### config.mk
export PLATFORM = sky130hd
export DESIGN_NAME = cct_timer_core
export DESIGN_NICKNAME = d
export VERILOG_FILES = /design/src/logic/cct_pkg.sv /design/src/logic/cct_clk_if.sv /design/src/logic/cct_clock_source.sv /design/src/logic/cct_timer_core.sv
export VERILOG_INCLUDE_DIRS = /design/src /design/src/logic
export SDC_FILE = /design/constraint.sdc
export NUM_CORES = 1
export LEC_CHECK = 0
export ABC_AREA = 1
export BUFFER_PORTS_ARGS = -buffer_cell sky130_fd_sc_hd__buf_4
export CAP_MARGIN = 25
export CORE_ASPECT_RATIO = 0.5
export CORE_UTILIZATION = 35
export DETAILED_ROUTE_END_ITERATION = 10
export RECOVER_POWER = 25
export SLEW_MARGIN = 15
export SYNTH_ARGS = -nofsm -noshare
export SYNTH_HDL_FRONTEND = slang
export SYNTH_SLANG_ARGS = --single-unit
### constraint.sdc
create_clock -name core_clk -period 1.9 [get_ports core_clk]
set_clock_uncertainty 0.1 [all_clocks]
set_input_delay 0.475 -clock core_clk [delete_from_list [all_inputs] [get_ports core_clk]]
set_output_delay 0.475 -clock core_clk [all_outputs]
set_load 0.1 [all_outputs]
### src/logic/cct_defines.svh
// register offsets, field positions, reset values and timing counts of the timer core
`ifndef CCT_DEFINES_SVH
`define CCT_DEFINES_SVH

// special function register addresses
`define CCT_ADDR_CTRL0      8'hc8
`define CCT_ADDR_PRESC_LO   8'hca
`define CCT_ADDR_PRESC_HI   8'hcb
`define CCT_ADDR_CNT_LO     8'hcc
`define CCT_ADDR_CNT_HI     8'hcd
`define CCT_ADDR_RELOAD_LO  8'hce
`define CCT_ADDR_RELOAD_HI  8'hcf
`define CCT_ADDR_FLAGS      8'he9
`define CCT_ADDR_CTRL1      8'hf9

// control zero field positions
`define CCT_C0_MODE_LO      0
`define CCT_C0_MODE_HI      1
`define CCT_C0_DIR          2
`define CCT_C0_ALT_AB       3
`define CCT_C0_ALT_CD       4
`define CCT_C0_HALT_EN      5
`define CCT_C0_HALT_FLAG    6
`define CCT_C0_PLL_EN       7

// control one field positions
`define CCT_C1_UPDATE       0
`define CCT_C1_DIV_LO       4
`define CCT_C1_DIV_HI       7

// flag register field positions
`define CCT_FL_OVERFLOW     0

// reset values
`define CCT_RST_BYTE        8'h00
`define CCT_RST_WORD        16'h0000
`define CCT_RST_PRESC       10'h000

// counter end points and prescaler wrap point
`define CCT_CNT_TOP         16'hffff
`define CCT_CNT_BOTTOM      16'h0000
`define CCT_PRESC_TOP       10'h3ff

// pll model: reference ticks until lock, multiplication factor
`define CCT_PLL_LOCK_TICKS  8'h40
`define CCT_PLL_MULT        32

`endif

### src/logic/cct_pkg.sv
// types shared by the timer core modules
`default_nettype none
package cct_pkg;

  // timer mode field; gray order along stop, basic, pwm
  typedef enum logic [1:0] {
    CCT_MODE_STOP  = 2'b00,
    CCT_MODE_BASIC = 2'b01,
    CCT_MODE_SPWM  = 2'b11,
    CCT_MODE_APWM  = 2'b10
  } cct_mode_t;

endpackage
`default_nettype wire

### src/logic/cct_clk_if.sv
// link between the register core and the unit clock source
`timescale 1ns/10ps
`default_nettype none
interface cct_clk_if;
  logic       pllEnable;  // pll start request
  logic [3:0] refDiv;     // reference divider field
  logic       pwmSel;     // a pwm mode is selected
  logic       unitTick;   // one unit clock enable
  logic       pllLocked;  // pll has reached lock

  modport core (output pllEnable, output refDiv, output pwmSel,
                input unitTick, input pllLocked);
  modport src  (input pllEnable, input refDiv, input pwmSel,
                output unitTick, output pllLocked);
endinterface
`default_nettype wire

### src/logic/cct_clock_source.sv
// unit clock source: peripheral clock or pll model, as an enable pulse
`timescale 1ns/10ps
`default_nettype none
`include "cct_defines.svh"
module cct_clock_source (
  // clock and reset
  input  wire logic core_clk,
  input  wire logic rst_b,
  // core side
  cct_clk_if.src    clk
);

  logic [3:0] refCnt_q, refCnt_d;   // reference divider count
  logic [7:0] lockCnt_q, lockCnt_d; // reference ticks since start
  logic       locked_q, locked_d;   // lock indication
  logic       tick_q, tick_d;       // unit clock enable
  logic       refTick;              // one reference period elapsed

  // reference divider, then lock wait; a stopped pll loses lock at once
  always_comb begin
    refTick   = (refCnt_q >= clk.refDiv);
    refCnt_d  = refTick ? 4'h0 : refCnt_q + 4'h1;
    lockCnt_d = lockCnt_q;
    locked_d  = locked_q;
    if (!clk.pllEnable) begin
      refCnt_d  = 4'h0;
      lockCnt_d = 8'h00;
      locked_d  = 1'b0;
    end else if (refTick && !locked_q) begin
      lockCnt_d = lockCnt_q + 8'h01;
      locked_d  = (lockCnt_d >= `CCT_PLL_LOCK_TICKS);
    end
    // ref times 32 is always above the core rate, so a locked pll ticks
    // every cycle; an unlocked pll gives no unit clock in pwm modes
    tick_d = clk.pwmSel ? locked_d : 1'b1;
  end

  // state registers
  always_ff @(posedge core_clk or negedge rst_b) begin
    if (!rst_b) begin
      refCnt_q  <= 4'h0;
      lockCnt_q <= 8'h00;
      locked_q  <= 1'b0;
      tick_q    <= 1'b0;
    end else begin
      refCnt_q  <= refCnt_d;
      lockCnt_q <= lockCnt_d;
      locked_q  <= locked_d;
      tick_q    <= tick_d;
    end
  end

  assign clk.unitTick  = tick_q;
  assign clk.pllLocked = locked_q;

endmodule
`default_nettype wire

### src/logic/cct_timer_core.sv
// capture/compare timer core: prescaler, counter, reload and control registers
`timescale 1ns/10ps
`default_nettype none
`include "cct_defines.svh"
module cct_timer_core #(
  parameter logic [3:0] HALT_STATE = 4'h0 // pwm pin levels while halted
) (
  // clock and reset
  input  wire logic        core_clk,
  input  wire logic        rst_b,
  // special function register port
  input  wire logic [7:0]  sfrAddr,
  input  wire logic        sfrWr,
  input  wire logic        sfrRd,
  input  wire logic [7:0]  sfrWdata,
  output logic      [7:0]  sfrRdata,
  // interrupt enables kept elsewhere
  input  wire logic        globalIrqEnable,
  input  wire logic        unitIrqEnable,
  // capture channel a event, same clock
  input  wire logic        captureAEvent,
  // outputs to compare and pwm channels
  output logic      [15:0] timerValue,
  output logic             compareUpdate,
  output logic             unitTickOut,
  output logic      [3:0]  pwmEnable,
  output logic             pwmHalt,
  output logic      [3:0]  pwmHaltLevel,
  output logic             overflowIrq
);

  cct_clk_if clk ();

  cct_clock_source u_clock_source (
    .core_clk (core_clk),
    .rst_b    (rst_b),
    .clk      (clk.src)
  );

  // register state
  logic [7:0]  ctrl0_q, ctrl0_d;       // mode, direction, gating, halt, pll
  logic [3:0]  refDiv_q, refDiv_d;     // pll reference divider
  logic        updPend_q, updPend_d;   // pwm update waiting for overflow
  logic [9:0]  prescVal_q, prescVal_d; // prescaler reload value
  logic [9:0]  presc_q, presc_d;       // prescaler count
  logic [15:0] cnt_q, cnt_d;           // timer counter
  logic [15:0] cntNew_q, cntNew_d;     // written counter value
  logic        cntPend_q, cntPend_d;   // written value not yet applied
  logic [7:0]  hiWrSh_q, hiWrSh_d;     // high byte write shadow
  logic [7:0]  hiRdSh_q, hiRdSh_d;     // high byte read snapshot
  logic [15:0] reloadSh_q, reloadSh_d; // reload shadows
  logic [15:0] reload_q, reload_d;     // live reload value
  logic        ovf_q, ovf_d;           // overflow flag
  logic        phase_q, phase_d;       // alternate gating phase
  logic [7:0]  rdata_q, rdata_d;       // read data
  logic        cmpUpd_q, cmpUpd_d;     // compare update pulse
  logic [3:0]  pwmEn_q, pwmEn_d;       // gated pwm enables
  logic        irq_q, irq_d;           // interrupt request

  // decoded controls
  cct_pkg::cct_mode_t mode;
  logic isPwm;
  logic prescTick;
  logic wrap;

  // write strobe for one address
  function automatic logic wrHit(input logic [7:0] a);
    wrHit = sfrWr && (sfrAddr == a);
  endfunction

  // next-value logic for all registers
  always_comb begin
    mode      = cct_pkg::cct_mode_t'(ctrl0_q[`CCT_C0_MODE_HI:`CCT_C0_MODE_LO]);
    isPwm     = ctrl0_q[`CCT_C0_MODE_HI];
    ctrl0_d   = ctrl0_q;
    refDiv_d  = refDiv_q;
    updPend_d = updPend_q;
    prescVal_d = prescVal_q;
    cntNew_d  = cntNew_q;
    cntPend_d = cntPend_q;
    hiWrSh_d  = hiWrSh_q;
    hiRdSh_d  = hiRdSh_q;
    reloadSh_d = reloadSh_q;
    reload_d  = reload_q;
    ovf_d     = ovf_q;
    phase_d   = phase_q;
    cmpUpd_d  = 1'b0;
    cnt_d     = cnt_q;
    wrap      = 1'b0;

    // prescaler runs on unit ticks unless stopped
    prescTick = 1'b0;
    presc_d   = presc_q;
    if (clk.unitTick && mode != cct_pkg::CCT_MODE_STOP) begin
      prescTick = (presc_q == `CCT_PRESC_TOP);
      presc_d   = prescTick ? prescVal_q : presc_q + 10'h001;
    end

    // counter step on each prescaler overflow
    if (prescTick) begin
      if (cntPend_q) begin
        cnt_d     = cntNew_q;
        cntPend_d = 1'b0;
      end else if (!ctrl0_q[`CCT_C0_DIR]) begin
        wrap  = (cnt_q == `CCT_CNT_TOP);
        cnt_d = wrap ? reload_q : cnt_q + 16'h0001;
      end else begin
        wrap  = (cnt_q == `CCT_CNT_BOTTOM);
        cnt_d = wrap ? reload_q : cnt_q - 16'h0001;
      end
    end

    // effects of the reload cycle
    if (wrap) begin
      phase_d = !phase_q;
      if (updPend_q) begin
        reload_d  = reloadSh_q;
        updPend_d = 1'b0;
        cmpUpd_d  = 1'b1;
      end
    end

    // register writes
    if (wrHit(`CCT_ADDR_CTRL0)) begin
      // halt status bit is not writable as one; the pll enable bit takes the written value
      ctrl0_d[5:0] = sfrWdata[5:0];
      ctrl0_d[`CCT_C0_PLL_EN] = sfrWdata[`CCT_C0_PLL_EN];
      if (!sfrWdata[`CCT_C0_HALT_FLAG]) begin
        ctrl0_d[`CCT_C0_HALT_FLAG] = 1'b0;
      end
    end
    if (wrHit(`CCT_ADDR_CTRL1)) begin
      refDiv_d = sfrWdata[`CCT_C1_DIV_HI:`CCT_C1_DIV_LO];
      if (sfrWdata[`CCT_C1_UPDATE]) begin
        if (isPwm) begin
          updPend_d = 1'b1;
        end else begin
          reload_d = reloadSh_q;
          cmpUpd_d = 1'b1;
        end
      end
    end
    if (wrHit(`CCT_ADDR_PRESC_LO)) begin
      prescVal_d[7:0] = sfrWdata;
      presc_d = {prescVal_q[9:8], sfrWdata};
    end
    if (wrHit(`CCT_ADDR_PRESC_HI)) begin
      prescVal_d[9:8] = sfrWdata[1:0];
      presc_d = {sfrWdata[1:0], prescVal_q[7:0]};
    end
    if (wrHit(`CCT_ADDR_CNT_HI)) begin
      hiWrSh_d = sfrWdata;
    end
    if (wrHit(`CCT_ADDR_CNT_LO)) begin
      // a stopped timer has no prescaler overflow, so it loads at once
      if (mode == cct_pkg::CCT_MODE_STOP) begin
        cnt_d = {hiWrSh_q, sfrWdata};
      end else begin
        cntNew_d  = {hiWrSh_q, sfrWdata};
        cntPend_d = 1'b1;
      end
    end
    if (wrHit(`CCT_ADDR_RELOAD_LO)) begin
      reloadSh_d[7:0] = sfrWdata;
    end
    if (wrHit(`CCT_ADDR_RELOAD_HI)) begin
      reloadSh_d[15:8] = sfrWdata;
    end
    // writing one leaves the flag, writing zero clears it
    if (wrHit(`CCT_ADDR_FLAGS) && !sfrWdata[`CCT_FL_OVERFLOW]) begin
      ovf_d = 1'b0;
    end

    // hardware sets win over software clears
    if (wrap) begin
      ovf_d = 1'b1;
    end
    if (captureAEvent && ctrl0_q[`CCT_C0_HALT_EN] && isPwm) begin
      ctrl0_d[`CCT_C0_HALT_FLAG] = 1'b1;
    end

    // register reads
    rdata_d = `CCT_RST_BYTE;
    if (sfrRd) begin
      case (sfrAddr)
        `CCT_ADDR_CTRL0: begin
          rdata_d = ctrl0_q;
          rdata_d[`CCT_C0_PLL_EN] = ctrl0_q[`CCT_C0_PLL_EN] && clk.pllLocked;
        end
        `CCT_ADDR_CTRL1: begin
          rdata_d = {refDiv_q, 3'b000, updPend_q};
        end
        `CCT_ADDR_PRESC_LO: begin
          rdata_d = prescVal_q[7:0];
        end
        `CCT_ADDR_PRESC_HI: begin
          rdata_d = {6'b000000, prescVal_q[9:8]};
        end
        `CCT_ADDR_CNT_LO: begin
          rdata_d  = cnt_q[7:0];
          hiRdSh_d = cnt_q[15:8];
        end
        `CCT_ADDR_CNT_HI: begin
          rdata_d = hiRdSh_q;
        end
        `CCT_ADDR_RELOAD_LO: begin
          rdata_d = reload_q[7:0];
        end
        `CCT_ADDR_RELOAD_HI: begin
          rdata_d = reload_q[15:8];
        end
        `CCT_ADDR_FLAGS: begin
          rdata_d = {7'b0000000, ovf_q};
        end
        default: begin
          rdata_d = `CCT_RST_BYTE;
        end
      endcase
    end

    // pwm gating: alternate pairs, everything off while halted
    pwmEn_d = 4'hf;
    if (ctrl0_d[`CCT_C0_ALT_AB]) begin
      pwmEn_d[1:0] = phase_d ? 2'b10 : 2'b01;
    end
    if (ctrl0_d[`CCT_C0_ALT_CD]) begin
      pwmEn_d[3:2] = phase_d ? 2'b10 : 2'b01;
    end
    if (ctrl0_d[`CCT_C0_HALT_FLAG]) begin
      pwmEn_d = 4'h0;
    end

    irq_d = ovf_d && globalIrqEnable && unitIrqEnable;
  end

  // state registers
  always_ff @(posedge core_clk or negedge rst_b) begin
    if (!rst_b) begin
      ctrl0_q    <= `CCT_RST_BYTE;
      refDiv_q   <= 4'h0;
      updPend_q  <= 1'b0;
      prescVal_q <= `CCT_RST_PRESC;
      presc_q    <= `CCT_RST_PRESC;
      cnt_q      <= `CCT_RST_WORD;
      cntNew_q   <= `CCT_RST_WORD;
      cntPend_q  <= 1'b0;
      hiWrSh_q   <= `CCT_RST_BYTE;
      hiRdSh_q   <= `CCT_RST_BYTE;
      reloadSh_q <= `CCT_RST_WORD;
      reload_q   <= `CCT_RST_WORD;
      ovf_q      <= 1'b0;
      phase_q    <= 1'b0;
      rdata_q    <= `CCT_RST_BYTE;
      cmpUpd_q   <= 1'b0;
      pwmEn_q    <= 4'h0;
      irq_q      <= 1'b0;
    end else begin
      ctrl0_q    <= ctrl0_d;
      refDiv_q   <= refDiv_d;
      updPend_q  <= updPend_d;
      prescVal_q <= prescVal_d;
      presc_q    <= presc_d;
      cnt_q      <= cnt_d;
      cntNew_q   <= cntNew_d;
      cntPend_q  <= cntPend_d;
      hiWrSh_q   <= hiWrSh_d;
      hiRdSh_q   <= hiRdSh_d;
      reloadSh_q <= reloadSh_d;
      reload_q   <= reload_d;
      ovf_q      <= ovf_d;
      phase_q    <= phase_d;
      rdata_q    <= rdata_d;
      cmpUpd_q   <= cmpUpd_d;
      pwmEn_q    <= pwmEn_d;
      irq_q      <= irq_d;
    end
  end

  // unit clock source controls
  assign clk.pllEnable = ctrl0_q[`CCT_C0_PLL_EN];
  assign clk.refDiv    = refDiv_q;
  assign clk.pwmSel    = isPwm;

  // outputs, all straight from flip-flops except the constant halt level
  assign sfrRdata      = rdata_q;
  assign timerValue    = cnt_q;
  assign compareUpdate = cmpUpd_q;
  assign unitTickOut   = clk.unitTick;
  assign pwmEnable     = pwmEn_q;
  assign pwmHalt       = ctrl0_q[`CCT_C0_HALT_FLAG];
  assign pwmHaltLevel  = HALT_STATE;
  assign overflowIrq   = irq_q;

endmodule
`default_nettype wire

==> metrics.yaml <==
sta:
  fmax_mhz: 484
  worstMarginPinSlew_ns: 1.25
  relSlewSlack: 0.167
  min_period_over_period: 1.09
  fin_hold_ws_ns: 0.177
  hold_viol: 0
  finalMaxSlewViolations: 0
  setup_viol: 36
  rsz0062_at_grt: "yes"
  worst_slack_ns: -0.166
  final.min_clock_period_ns: 2.07
route:
  routed_via_density: 5.22
  vias: 8840
  drc: 0
  wl_per_cell_um: 18.7
  drt_iter0_markers: 801
  drtPass1Iterations: 6
  antenna_left: 0
  routed_wl_um: 31700
clock_network:
  clkLatencyLatePin_ns: 0.43
  cts_buffers: 17
  cts_root_buf: "clkbuf_16"
  cts_sinks: 144
  htreeDepth: 4
  path_clk_slew_ns: 0.07
  cts_tree: "done"
  clockBufferDepth: 2
worst_setup_path:
  reg2reg_from: "timerValue[1]$_DFF_PN0_"
  critPathLaunchType: "register"
  worst_ep_required_time_ns: 2.12
  ff2ff_path_depth: 12
  cp-end-kind: "register"
  crit_arrival_ns: 2.29
  path_class: "reg -> reg"
  critPathMaxFanout: 7
  worstReg2RegEnd: "reload_q[11]$_DFF_PN0_"
  reg2reg_slack_ns: -0.17
placed_design:
  dp.cells: 1636
  pre_cts_slack_ns: -0.479
  dp_hpwl_um: 24100
  place_congestion: 0.948
  io_buffers: 54
  placed_cell_area_sq_um: 10700
die:
  initial_core_util: 0.363
  rows: 39
  coreArea_sq_um: 23200
  ios: 59
  die-area_sq_um: 24700
  die_x_um: 221
  die_y_um: 112
synth:
  synthArstFlopShare: 1.00
  yosys_warnings: 0
  synth_cell_type_count: 48
  ys_seq_area_frac: 0.428
  syn_avg_cell_area_sq_um: 7.45
  syn_inst: 1131
  synth.cell_area_sq_um: 8430
  synth-seq-cells: 144
  synth-edff-count: 0
  ys.flop_type: "dfrtp_1"
worst_hold_path:
  min_path_type: "in -> reg"
  hold_end: "overflowIrq$_DFF_PN0_"
  min_from: "globalIrqEnable"
  holdPathStages: 2
cells_and_area:
  final_area_sq_um: 12200
  drive_gt1_frac: 0.347
  final-seq-area_sq_um: 3660
  fin_cells: 1693
  fillers: 2208
  areaGrowthSynthToFinish_pct: 45.3
  diodes: 0
  multi_input_area_sq_um: 4760
  nets: 1406
grt:
  grt_max_degree: 43
  grt_usage: 0.260
  grt_pass1_vias: 8560
  antenna_found_initial: 1
  grt_pass1_wl_um: 48700
  overflow: 0
power:
  p_total_w: 0.00847
  ir_drop_mv: 0.566
  power.leakage_nw: 5.92
  powerDensity_nw_per_um2: 692
flow_run:
  drv_cap: 0
run_status:
  status: "finished with violations"
  violations: "negative setup slack"
## Yosys cell counts, types with 2 or more instances
| master | count | area (sq um) |
|---|---|---|
| inv_2 | 4 | 15.0 |
| o21ai_0 | 121 | 606 |
| nand3_1 | 107 | 536 |
| o21ai_2 | 3 | 26.3 |
| o22ai_1 | 6 | 37.5 |
| buf_4 | 7 | 52.6 |
| nor3_4 | 2 | 32.5 |
| mux2_4 | 2 | 30.0 |
| buf_6 | 5 | 56.3 |
| nand2_1 | 276 | 1040 |
| xnor2_1 | 2 | 17.5 |
| nor2_2 | 8 | 50.1 |
| a21oi_1 | 49 | 245 |
| buf_2 | 9 | 45.0 |
| o21a_1 | 2 | 15.0 |
| nor2_4 | 8 | 90.1 |
| ha_1 | 10 | 125 |
| o21ai_1 | 6 | 30.0 |
| a211oi_1 | 3 | 22.5 |
| inv_1 | 122 | 458 |
| dfrtp_1 | 144 | 3600 |
| mux2_2 | 5 | 56.3 |
| o211ai_1 | 3 | 22.5 |
| clkbuf_1 | 16 | 60.1 |
| nand2_2 | 11 | 68.8 |
| clkinv_1 | 2 | 7.51 |
| nor3_1 | 7 | 35.0 |
| o2bb2ai_1 | 2 | 17.5 |
| nor2_1 | 117 | 439 |
| a31oi_1 | 4 | 25.0 |
| nand3_2 | 6 | 60.1 |
| nand4_1 | 26 | 163 |
| xor2_1 | 16 | 140 |
| a221oi_1 | 2 | 17.5 |
| nand4_4 | 2 | 42.5 |
| a21o_1 | 4 | 30.0 |
## critical path, stage by stage, from the launching register on
cell	delay (ns)
dfrtp_4	0.52
inv_2	0.10
ha_4	0.18
nand2_2	0.07
nor2_4	0.14
nand3_4	0.11
o21ai_4	0.21
nand3_4	0.13
nand2_8	0.14
buf_12	0.13
nand2_2	0.04
nand2_1	0.04
inv_1	0.05
## cell usage in the layout, fill, tap and decap left out, types with 4 or more instances in the layout
cell type	synthesis	final
nor2_1	117	78
nand2_2	11	35
clkbuf_16	0	18
mux2_2	5	5
nand4_1	26	26
o21ai_1	6	15
nand3_2	6	18
nor3_4	2	4
buf_12	0	18
buf_8	0	4
a21oi_2	0	16
nor2_2	8	28
o21ai_0	121	110
nand2_1	276	240
clkbuf_1	16	4
nor2_4	8	27
conb_1	1	4
bufinv_16	0	5
a21o_1	4	4
dfrtp_1	144	127
a21oi_1	49	33
dfrtp_4	0	13
ha_1	10	6
nor3_1	7	6
buf_4	7	203
inv_2	4	9
dfrtp_2	0	4
nand3_4	1	5
nand2_4	1	11
a31oi_1	4	4
nand3_1	107	91
buf_6	5	30
inv_1	122	114
xor2_1	16	15
o22ai_1	6	6
## sequential cells by signal (all words and copies together) (netlist names), 8 cells and up
name	flops
timerValue	16
presc_q	10
hiWrSh_q	8
reload_q	16
u_clock_source.lockCnt_q	8
reloadSh_q	16
prescVal_q	10
cntNew_q	16
sfrRdata	8
hiRdSh_q	8
ctrl0_q	8
## layout make-up
type,instances,share of cell area
flip-flops and latches,144,0.299
clock inverters,10,0.0151
clock buffers,22,0.0371
repair buffers,258,0.190
inverters,128,0.0399
multi-input cells,824,0.388
well taps,307,0.0314
## what timing repair did
item | 4_1_cts | 5_1_grt
hold endpoints to repair | 37 | 0
setup buffers | 9 | 18
pin swaps | 16 | 41
resized for setup | 83 | 125
hold buffers | 1 | 0
gates cloned | 0 | 1
setup endpoints to repair | 54 | 58
## routing by layer
layer / share of wire / routed length [um] / up-vias / global-route usage
met5: 0 / 0 / - / 0
met4: 0.023 / 744 / 0 / 0.0898
met3: 0.067 / 2140 / 58 / 0.0457
met2: 0.46 / 14700 / 290 / 0.417
met1: 0.44 / 14100 / 4291 / 0.356
li1: - / - / 4201 / -
## power by group
part / internal (W) / switching (W)
Sequential: 0.00324 / 0.000130
Clock: 0.00236 / 0.00133
Combinational: 0.000433 / 0.000975
## cells by family after synthesis
family                   count (synthesis)  share of synthesized area
multiplexers                             8                     0.0116
AND/OR/NAND/NOR                        576                      0.311
XOR/XNOR                                18                     0.0187
flip-flops                             144                      0.428
other                                    1                   0.000445
AO/OA/AOI/OAI                          208                      0.133
buffers and inverters                  166                     0.0828
adder cells (fa/ha/maj)                 10                     0.0148
## worst max path at each step
| stage | start | endpoint | cells after the start |
|---|---|---|---|
| 5_1_grt | timerValue[0]$_DFF_PN0_ | reload_q[11]$_DFF_PN0_ | 12 |
| 2_1_floorplan | timerValue[5]$_DFF_PN0_ | reload_q[11]$_DFF_PN0_ | 12 |
| 4_1_cts | timerValue[1]$_DFF_PN0_ | timerValue[1] | 3 |
| 3_5_place_dp | timerValue[9]$_DFF_PN0_ | pwmEnable[3]$_DFF_PN0_ | 9 |
| 3_3_place_gp | timerValue[9]$_DFF_PN0_ | pwmEnable[3]$_DFF_PN0_ | 9 |
| 6_report | timerValue[1]$_DFF_PN0_ | reload_q[11]$_DFF_PN0_ | 12 |
## metrics by stage
| step | util | TNS (ns) |
|---|---|---|
| finish | 0.527 | -3.26 |
| detailed placement | 0.459 | -14.71 |
| global placement | 0.459 | -13.11 |
| global route | 0.527 | -12.37 |
| floorplan | - | -5.18 |
| CTS | 0.504 | -1.37 |
Power figures use the tool's default switching activity.
